`src/inc/dcf_pkg.sv`:
```
package dcf_pkg;

  localparam int          DATA_W        = 9;
  localparam int          OFFS_W        = 8;
  localparam int          OFFS_NUM      = 4;
  localparam int          DEPTH_DEFAULT = 256;

  // offset register cycle positions
  localparam logic [1:0]  SEL_EMPTY_LO  = 2'h0;
  localparam logic [1:0]  SEL_EMPTY_HI  = 2'h1;
  localparam logic [1:0]  SEL_FULL_LO   = 2'h2;
  localparam logic [1:0]  SEL_FULL_HI   = 2'h3;
  localparam logic [1:0]  SEL_RST       = 2'h0;

  // offset defaults: n = m = 7
  localparam logic [7:0]  OFFS_LO_RST   = 8'h07;
  localparam logic [7:0]  OFFS_HI_RST   = 8'h00;

  localparam logic [8:0]  RD_DATA_RST   = 9'h000;

  // pins seen from outside the core clock domain
  typedef struct packed {
    logic       wr_clk;
    logic       rd_clk;
    logic       fifo_rst_n;
    logic       wr_en_first_n;
    logic       wr_en_second_or_load;
    logic       rd_en_first_n;
    logic       rd_en_second_n;
    logic       out_enable_n;
    logic [8:0] wr_data;
  } dcf_pins_t;

  localparam dcf_pins_t   PINS_RST      = '0;

  typedef struct packed {
    logic empty_flag_n;
    logic full_flag_n;
    logic almost_empty_flag_n;
    logic almost_full_flag_n;
  } dcf_flags_t;

  // reset state: empty, not full, almost empty, not almost full
  localparam dcf_flags_t  FLAGS_RST     = '{empty_flag_n        : 1'b0,
                                            full_flag_n         : 1'b1,
                                            almost_empty_flag_n : 1'b0,
                                            almost_full_flag_n  : 1'b1};

endpackage

```
`src/dcf_channel.sv`:
```
`timescale 1ns/1ps
// Operation
// each channel owns its 9-bit word array, pointers, controls and flags
// after power-up the user resets the channel before use
// reset empties the channel and drives the empty flag low
// flags become valid shortly after reset goes low; clocks may run
// reset needs a falling edge; no reads or writes while it is low
// after reset outputs drive low when enabled, released when disabled
// second-enable/load pin level during reset selects its role
// two-enable mode writes when first enable low and second high
// programmable-flag mode uses first write enable alone
// rising read clock with both read enables low presents next word
// output enable low drives outputs, high releases them
// writes ignored when full, reads ignored when empty
// empty channel holds last validly read word on outputs
// first word readable the read cycle after empty flag rises
// full flag release may slip to next write edge on close clocks
// empty flag release may slip to next read edge on close clocks
// almost-empty change may slip to next read edge on close clocks
// almost-full change may slip to next write edge on close clocks
// load and write enable low cycle writes through four offset bytes
// raising load resumes normal use; offset pointer keeps its place
// load and read enables low read the next offset byte out
// user should not write and read offset registers together
// almost-empty low at n or fewer words, high at n+1 or more
// almost-full low at depth minus m words, high above m free
// both offsets default to seven
// full flag low when full, write-clock timed, blocks all writes; offset register loads still go through
// depth is a parameter from 256 to 8192; pointers scale
module dcf_channel
#(
  parameter int DEPTH = dcf_pkg::DEPTH_DEFAULT
)
(
  input  wire logic                 core_clk,
  input  wire logic                 srst,
  input  wire logic                 clk_en,
  input  wire dcf_pkg::dcf_pins_t   pins,
  output      dcf_pkg::dcf_flags_t  flags,
  output      logic [8:0]           rd_data,
  output      logic                 rd_data_oe_n
);
  import dcf_pkg::*;

  localparam int          AW      = $clog2(DEPTH);
  localparam logic [16:0] DEPTH_C = 17'(DEPTH);

  ////////////////////////////////////////////////////////////////////////////
  // pin synchronisers and agreement filter

  dcf_pins_t sync1_reg;
  dcf_pins_t sync2_reg;
  dcf_pins_t sync3_reg;
  dcf_pins_t filt_reg;
  dcf_pins_t filt_next;

  always_ff @(posedge core_clk)
  begin
    if (srst)
    begin
      sync1_reg <= PINS_RST;
      sync2_reg <= PINS_RST;
      sync3_reg <= PINS_RST;
    end
    else if (clk_en)
    begin
      sync1_reg <= pins;
      sync2_reg <= sync1_reg;
      sync3_reg <= sync2_reg;
    end
  end

  // a bit moves only when the second and third stages agree
  always_comb
  begin
    filt_next = dcf_pins_t'((~(sync2_reg ^ sync3_reg) & sync3_reg)
                          | ((sync2_reg ^ sync3_reg) & filt_reg));
  end

  always_ff @(posedge core_clk)
  begin
    if (srst)
      filt_reg <= PINS_RST;
    else if (clk_en)
      filt_reg <= filt_next;
  end

  logic wr_rise;
  logic rd_rise;
  logic ch_rst;

  assign wr_rise = filt_next.wr_clk & ~filt_reg.wr_clk;
  assign rd_rise = filt_next.rd_clk & ~filt_reg.rd_clk;
  assign ch_rst  = srst | ~filt_reg.fifo_rst_n;

  ////////////////////////////////////////////////////////////////////////////
  // mode capture

  logic load_mode_reg;

  // pin level held through reset picks the role; caught by a clocked process
  always_ff @(posedge core_clk)
  begin
    if (srst)
      load_mode_reg <= 1'b0;
    else if (clk_en && !filt_reg.fifo_rst_n)
      load_mode_reg <= ~filt_reg.wr_en_second_or_load;
  end

  ////////////////////////////////////////////////////////////////////////////
  // request decode

  logic ld_low;
  logic rd_both;
  logic wr_fifo;
  logic wr_offs;
  logic rd_fifo;
  logic rd_offs;

  assign ld_low  = load_mode_reg & ~filt_reg.wr_en_second_or_load;
  assign rd_both = ~filt_reg.rd_en_first_n & ~filt_reg.rd_en_second_n;

  // full flag blocks word writes whatever the enables say; offset loads are not gated by it
  assign wr_fifo = wr_rise & ~filt_reg.wr_en_first_n & flags.full_flag_n
                 & (load_mode_reg ? filt_reg.wr_en_second_or_load
                                  : filt_reg.wr_en_second_or_load);
  assign wr_offs = wr_rise & ~filt_reg.wr_en_first_n & ld_low;
  assign rd_fifo = rd_rise & rd_both & ~ld_low & flags.empty_flag_n;
  assign rd_offs = rd_rise & rd_both & ld_low;

  ////////////////////////////////////////////////////////////////////////////
  // word storage and pointers

  logic [8:0]  mem_reg [DEPTH];
  logic [AW:0] wr_ptr_reg;
  logic [AW:0] rd_ptr_reg;
  logic [AW:0] wr_ptr_next;
  logic [AW:0] rd_ptr_next;
  logic [AW:0] fill_next;

  assign wr_ptr_next = wr_fifo ? wr_ptr_reg + 1'b1 : wr_ptr_reg;
  assign rd_ptr_next = rd_fifo ? rd_ptr_reg + 1'b1 : rd_ptr_reg;
  assign fill_next   = wr_ptr_next - rd_ptr_next;

  // storage is not cleared by reset; the pointers define what is valid
  always_ff @(posedge core_clk)
  begin
    if (clk_en && wr_fifo)
      mem_reg[wr_ptr_reg[AW-1:0]] <= filt_reg.wr_data;
  end

  always_ff @(posedge core_clk)
  begin
    if (ch_rst)
    begin
      wr_ptr_reg <= '0;
      rd_ptr_reg <= '0;
    end
    else if (clk_en)
    begin
      wr_ptr_reg <= wr_ptr_next;
      rd_ptr_reg <= rd_ptr_next;
    end
  end

  ////////////////////////////////////////////////////////////////////////////
  // offset registers

  logic [7:0]  offs_reg [OFFS_NUM];
  logic [1:0]  offs_sel_reg;
  logic [15:0] empty_offs;
  logic [15:0] full_offs;

  assign empty_offs = {offs_reg[SEL_EMPTY_HI], offs_reg[SEL_EMPTY_LO]};
  assign full_offs  = {offs_reg[SEL_FULL_HI], offs_reg[SEL_FULL_LO]};

  for (genvar i = 0; i < OFFS_NUM; i++)
  begin : g_offs
    localparam logic [7:0] RST_V = (i[0] == 1'b0) ? OFFS_LO_RST : OFFS_HI_RST;
    always_ff @(posedge core_clk)
    begin
      if (ch_rst)
        offs_reg[i] <= RST_V;
      else if (clk_en && wr_offs && offs_sel_reg == 2'(i))
        offs_reg[i] <= filt_reg.wr_data[7:0];
    end
  end

  // one pointer serves both loading and reading back; it survives load high
  always_ff @(posedge core_clk)
  begin
    if (ch_rst)
      offs_sel_reg <= SEL_RST;
    else if (clk_en && (wr_offs || rd_offs))
      offs_sel_reg <= offs_sel_reg + 2'h1;
  end

  ////////////////////////////////////////////////////////////////////////////
  // flags

  logic        empty_n_reg;
  logic        full_n_reg;
  logic        almost_empty_n_reg;
  logic        almost_full_n_reg;
  logic [16:0] fill_w;
  assign fill_w = 17'(fill_next);

  // edge flags use the state after this edge's own transfer; the other
  // side's change is seen only at this flag's next own-clock edge, which is the deferral
  always_ff @(posedge core_clk)
  begin
    if (ch_rst)
      empty_n_reg <= FLAGS_RST.empty_flag_n;
    else if (clk_en && rd_rise)
      empty_n_reg <= (fill_w != 17'h00000);
  end

  always_ff @(posedge core_clk)
  begin
    if (ch_rst)
      full_n_reg <= FLAGS_RST.full_flag_n;
    else if (clk_en && wr_rise)
      full_n_reg <= (fill_w != DEPTH_C);
  end

  always_ff @(posedge core_clk)
  begin
    if (ch_rst)
      almost_empty_n_reg <= FLAGS_RST.almost_empty_flag_n;
    else if (clk_en && rd_rise)
      almost_empty_n_reg <= (fill_w > {1'b0, empty_offs});
  end

  always_ff @(posedge core_clk)
  begin
    if (ch_rst)
      almost_full_n_reg <= FLAGS_RST.almost_full_flag_n;
    else if (clk_en && wr_rise)
      almost_full_n_reg <= ((fill_w + {1'b0, full_offs}) < DEPTH_C);
  end

  // one flip-flop per flag, each owned by its own process
  assign flags = '{empty_flag_n        : empty_n_reg,
                   full_flag_n         : full_n_reg,
                   almost_empty_flag_n : almost_empty_n_reg,
                   almost_full_flag_n  : almost_full_n_reg};

  ////////////////////////////////////////////////////////////////////////////
  // output register and drive

  always_ff @(posedge core_clk)
  begin
    if (ch_rst)
      rd_data <= RD_DATA_RST;
    else if (clk_en && rd_fifo)
      rd_data <= mem_reg[rd_ptr_reg[AW-1:0]];
    else if (clk_en && rd_offs)
      rd_data <= {1'b0, offs_reg[offs_sel_reg]};
  end

  // low enable means the pins are driven
  always_ff @(posedge core_clk)
  begin
    if (srst)
      rd_data_oe_n <= 1'b1;
    else if (clk_en)
      rd_data_oe_n <= filt_next.out_enable_n;
  end

endmodule // dcf_channel

```
`config.mk`:
```
export PLATFORM = sky130hd
export DESIGN_NAME = dcf_channel
export DESIGN_NICKNAME = d
export VERILOG_FILES = /design/src/inc/dcf_pkg.sv /design/src/dcf_channel.sv
export SDC_FILE = /design/constraint.sdc
export NUM_CORES = 2
export LEC_CHECK = 0
export ABC_AREA = 1
export BUFFER_PORTS_ARGS = -buffer_cell sky130_fd_sc_hd__buf_2
export CAP_MARGIN = 20
export CELL_PAD_IN_SITES_DETAIL_PLACEMENT = 1
export CELL_PAD_IN_SITES_GLOBAL_PLACEMENT = 2
export CORE_ASPECT_RATIO = 1.5
export CORE_MARGIN = 4
export CORE_UTILIZATION = 42
export CTS_CLUSTER_SIZE = 16
export DETAILED_ROUTE_END_ITERATION = 6
export GPL_TIMING_DRIVEN = 0
export PLACE_DENSITY_LB_ADDON = 0.05
export SKIP_CTS_REPAIR_TIMING = 1
export SYNTH_ARGS = -nofsm -noshare
export SYNTH_HDL_FRONTEND = slang
export SYNTH_SLANG_ARGS = --single-unit
```
`constraint.sdc`:
```
create_clock -name core_clk -period 12.6 [get_ports core_clk]
set_clock_uncertainty 0.2 [all_clocks]
set_input_delay 2.52 -clock core_clk [delete_from_list [all_inputs] [get_ports core_clk]]
set_output_delay 2.52 -clock core_clk [all_outputs]
set_load 0.01 [all_outputs]
```
# ---- After elaboration in Yosys (flattened, before gate mapping)
# Memory sizes are Yosys's and may differ from the RTL's. A register that Yosys moved wholly into a read port is not among the register bits.
# Index checks and enable logic that the tools add are counted.
dict set report totals {
  reg_bits 103
  ram_bits 2336
  inputBits 20
  out_inout_bits 14
  word_cells 134
  n_memories 2
}
# name depth word_bits rd rd_ports_with_merged_regs wr line
set mem_list {}
lappend mem_list {mem_reg 256 9 1 1 1 dcf_channel.sv:134} ;# logic [8:0] mem_reg [DEPTH];
lappend mem_list {offs_reg 4 8 5 1 4 dcf_channel.sv:169} ;# logic [7:0] offs_reg [OFFS_NUM];
dict set report classes {
  add_sub_neg 5
  order_cmp 2
  n_eq_ne 4
  muxes 28
  bitwise_logic 30
  n_reduce_logical 17
}
# cell n
set op_table {}
lappend op_table {{2-to-1 mux 8 bit} 6}
lappend op_table {{2-to-1 mux 9 bit} 4}
lappend op_table {{AND 17 bit} 2}
lappend op_table {{adder 9 x 1 -> 9 bit (second input constant)} 2}
lappend op_table {{adder 9 x 16 -> 17 bit} 1}
lappend op_table {{less-than comparator 17 x 9 -> 1 bit (second input constant)} 1}
lappend op_table {{NOT 17 bit} 1}
lappend op_table {{OR 17 bit} 1}
lappend op_table {{nonzero test 17 bit} 1}
lappend op_table {{XOR 17 bit} 1}
lappend op_table {{greater-than comparator 9 x 16 -> 1 bit} 1}
lappend op_table {{2-to-1 mux 1 bit} 16}
lappend op_table {{AND 1 bit} 12}
lappend op_table {{logical AND 1 bit} 12}
lappend op_table {{inequality test 9 bit (second input constant)} 1}
lappend op_table {{subtractor 9 bit} 1}
lappend op_table {{NOT 1 bit} 8}
lappend op_table {{OR 1 bit} 5}
lappend op_table {{equality test 2 bit (second input constant)} 2}
lappend op_table {{2-to-1 mux 2 bit} 2}
lappend op_table {{adder 2 x 1 -> 2 bit (second input constant)} 1}
lappend op_table {{equality test 2 x 1 -> 1 bit (second input constant)} 1}
lappend op_table {{zero test 2 bit} 1}
lappend op_table {{nonzero test 2 bit} 1}
lappend op_table {{2 further kinds} 2}

# ---- Longest topological paths before layout
dict set report depth {
  ltp_word 13
  ltp_mapped 22
}

# ---- Worst setup path after synthesis
# Ideal clock, no wire load.
dict set report synth_timing {
  kind {in2reg}
  from {input port clk_en}
  to {memory offs_reg[0][0], enable pin}
  arrival_time_ns 3.951
  required_time_ns 12.016
  setup_slack_ns 8.065
  path_stages 5
  path_cell_list {buf_2 -> inv_1 -> nor3_1 -> inv_1 -> o21ai_0}
}
# element line
set synth_lines {}
lappend synth_lines {{start, declared} dcf_channel.sv:37} ;# input wire logic clk_en,
lappend synth_lines {{end, declared} dcf_channel.sv:169}

==> results by group <==
Flow run
  – Max Cap Viol: 0

Clock network
  – Number of clock sinks: 2449
  – Worst skew pair latency: 0.96 ns
  – Clock Root Buffer: clkbuf_16
  – CTS Buf Count: 240
  – CTS tree: built
  – H-tree depth: 4
  – Clock Tree Buf Depth: 4
  – Clock transition at path regs: 0.06 ns

Finish
  – Sequential cell area: 72400 µm²
  – Layout cells sized above 1: 13.0%
  – Max FFs per register: 2304
  – Area growth syn-to-layout: 18.0%
  – Post-layout net count: 8753
  – Multi-input logic area: 23800 µm²
  – Fillers: 23765

Floorplanning
  – Die W: 404 µm
  – Die extent in y: 602 µm
  – Core area: 233000 µm²
  – Std-Cell Rows: 217
  – IO Pins: 34
  – Initial core utilization: 42.3%
  – Full die area: 243000 µm²

Hold path
  – Min-delay worst type: reg -> reg
  – Min-delay src: filt_reg[9]
  – Hold Crit Depth: 2
  – WHS Endpoint: filt_reg[9]

Synthesis
  – Mean post-synth cell area: 12.1 µm²
  – Netlist Area Pre-Place: 98600 µm²
  – Synthesized Nets: 8205
  – Sequential area share after synthesis: 73.4%
  – Post-synth cell types: 39
  – Syn. warnings: 0
  – Synth Instances: 8150
  – FF+latch count, synth: 2449

Route
  – 1st-iter DRT viols: 10722
  – Drt wl/cell: 43.9 µm
  – Via count: 77240
  – Via density per instance: 6.45
  – ANT nets after route: 0
  – Final WL: 525000 µm
  – Detailed Routing Iterations Pass 1: 7
  – Residual DRC: 2

Timing
  – Final worst-path cycle share: 43.8%
  – Final hold violation count: 0
  – Fin crit period: 5.52 ns
  – Final worst slack: 7.08 ns
  – Final Max Tran Viols: 0
  – RSZ-0062 raised after global routing: false
  – Slew HR: 11.8%
  – Setup TNS Final: 0 ns
  – Final setup fails: 0
  – Worst Tran Pin Value: 1.32 ns
  – Fmax: 181 MHz

Power
  – P_leak: 38.3 nW
  – Power Dens Cells: 138 nW/µm²
  – Net switching power: 3.30 mW
  – Clock power share: 44.9%
  – Worst vdd ir: 119 µV
  – Comb pwr share: 0.3%
  – Reg power frac: 54.8%
  – Switching Share: 20.6%
  – Internal: 12.8 mW

GRT
  – Number of global-route vias before repair: 76140
  – Total track usage: 42.7%
  – Antenna violations before repair: 46
  – Remaining global-route overflow: 0
  – Largest net degree at the start of global routing: 93
  – Global-route wire length before repair: 688000 µm

Worst setup path
  – Crit start category: flop
  – Reg2Reg Depth: 13
  – Crit end category: flop
  – Critical Path RT: 13.19 ns
  – Worst r2r dst: rd_data[5]
  – Critical path class: reg -> reg
  – Worst reg-to-reg setup slack: 7.08 ns
  – WP data arrival: 6.11 ns
  – Worst-path maximum fanout: 11

Placed design
  – GP Congestion: 1.04
  – Post-detail-place hpwl: 385000 µm
  – Pre-CTS setup slack: 6.54 ns
  – Port Buffer Count: 32

Run status
  – Failing checks: design-rule violations
  – Outcome: finished, violations left
[power groups by stage]
stage	sequential (mW)	clock, mW	combinational [mW]
floorplan	8.97	0	0.0241
global placement	8.98	0	0.0401
detailed placement	8.97	0	0.0503
CTS	8.79	7.21	0.0507
global route	8.79	7.56	0.0562
finish	8.79	7.22	0.0502
[metal layers]
metal	part of all wire, %	up-vias	track usage, %
li1	-	30646	-
met1	32	39621	47.4
met2	45	5193	65.3
met3	10	1756	11.8
met4	12	24	41.9
met5	0.029	-	0.299
[stage by stage]
stage / util, % / total power [mW] / std cells / hold slack [ns] / area [µm²]
2_1_floorplan: - / 9.00 / 8150 / 0.242 / 98600
3_3_place_gp: 44.0 / 9.02 / 11248 / 0.249 / 103000
3_5_place_dp: 46.6 / 9.02 / 11512 / 0.261 / 109000
4_1_cts: 49.8 / 16.1 / 11942 / 0.270 / 116000
5_1_grt: 49.9 / 16.4 / 11953 / 0.291 / 116000
6_report: 49.9 / 16.1 / 11977 / 0.268 / 116000
[cells by family (layout without fill, tap and decap cells)]
| family | after synthesis | in the layout | share of synthesized area [%] |
|---|---|---|---|
| xor gates and xnor gates | 23 | 23 | 0.204 |
| adders and majority gates | 35 | 35 | 0.452 |
| buffers and inverters | 682 | 1418 | 3.21 |
| DFF | 2449 | 2449 | 73.4 |
| other | 0 | 25 | 0 |
| and+or+nand+nor | 3531 | 3531 | 14.9 |
| AOI/OAI and AO/OA | 1430 | 1430 | 7.82 |
[worst max path at each step]
stage          startpoint              end
5_1_grt              flop       rd_data[8]
2_1_floorplan      clk_en   offs_reg[0][0]
4_1_cts            clk_en  mem_reg[102][7]
3_3_place_gp         flop  mem_reg[213][6]
3_5_place_dp       clk_en  mem_reg[102][7]
6_report             flop       rd_data[5]
[cell type report]
class,count,area share [%]
inverters,111,0.360
flip-flops and latches,2449,62.3
multi-input cells,5019,20.5
plain buffers,571,2.37
diodes,25,0.0538
clock buffers,300,5.39
well taps,3066,3.30
repair buffers,306,4.75
clock inverters,130,1.04
[synthesized netlist by cell type (all sizes together)]
cell | number | area share, %
a211oi | 3 | 0.023
a21oi | 99 | 0.50
a221oi | 2 | 0.018
a311oi | 1 | 0.0089
buf | 322 | 1.8
clkbuf | 249 | 0.95
clkinv | 1 | 0.0038
dfxtp | 113 | 2.3
edfxtp | 2336 | 71
fa | 1 | 0.020
ha | 34 | 0.43
inv | 110 | 0.42
nand2 | 1224 | 4.7
nand3 | 1101 | 5.6
nand3b | 1 | 0.0076
nand4 | 7 | 0.044
nor2 | 1180 | 4.5
nor3 | 13 | 0.066
nor4 | 3 | 0.019
o211ai | 4 | 0.030
o21a | 1 | 0.0076
o21ai | 915 | 4.6
o21bai | 2 | 0.015
o221ai | 6 | 0.053
o22ai | 394 | 2.5
o311ai | 1 | 0.0089
o31ai | 2 | 0.015
or2 | 1 | 0.0063
or3 | 1 | 0.0063
xnor2 | 3 | 0.027
xor2 | 20 | 0.18
[critical path, stage by stage, from the launching register on]
cell and delay, ns:
dfxtp_1 1.12, buf_4 0.42, buf_6 0.27, buf_6 0.26
buf_2 0.68, o21ai_0 0.28, nand3_1 0.24, nand3_1 0.49
nand3_1 0.41, nand3_1 0.16, nand3_1 0.17, nand3_1 0.09
nand2_1 0.35, a21oi_1 0.12
[layout by cell type (no fill, tap or decap), types with 9 or more instances in the layout]
cell | synthesis | layout
buf_4 | 64 | 77
nor3_1 | 13 | 13
clkbuf_2 | 3 | 11
clkbuf_16 | 0 | 241
xor2_1 | 20 | 20
clkinv_2 | 0 | 35
ha_1 | 34 | 34
buf_8 | 0 | 122
o22ai_1 | 394 | 394
dfxtp_1 | 113 | 104
a21oi_1 | 99 | 99
clkinvlp_4 | 0 | 12
bufinv_16 | 0 | 22
dfxtp_4 | 0 | 9
clkinv_1 | 1 | 51
edfxtp_1 | 2336 | 2336
buf_6 | 17 | 37
clkbuf_1 | 246 | 295
inv_1 | 105 | 105
nand2_1 | 1224 | 1224
nor2_1 | 1179 | 952
buf_16 | 0 | 110
buf_2 | 187 | 219
nand3_1 | 1101 | 1101
o21ai_0 | 700 | 698
diode_2 | 0 | 25
buf_1 | 54 | 54
buf_12 | 0 | 9
o21ai_1 | 215 | 217
nor2_2 | 0 | 184
nor2_4 | 1 | 44
(Power assumes the default switching activity.)
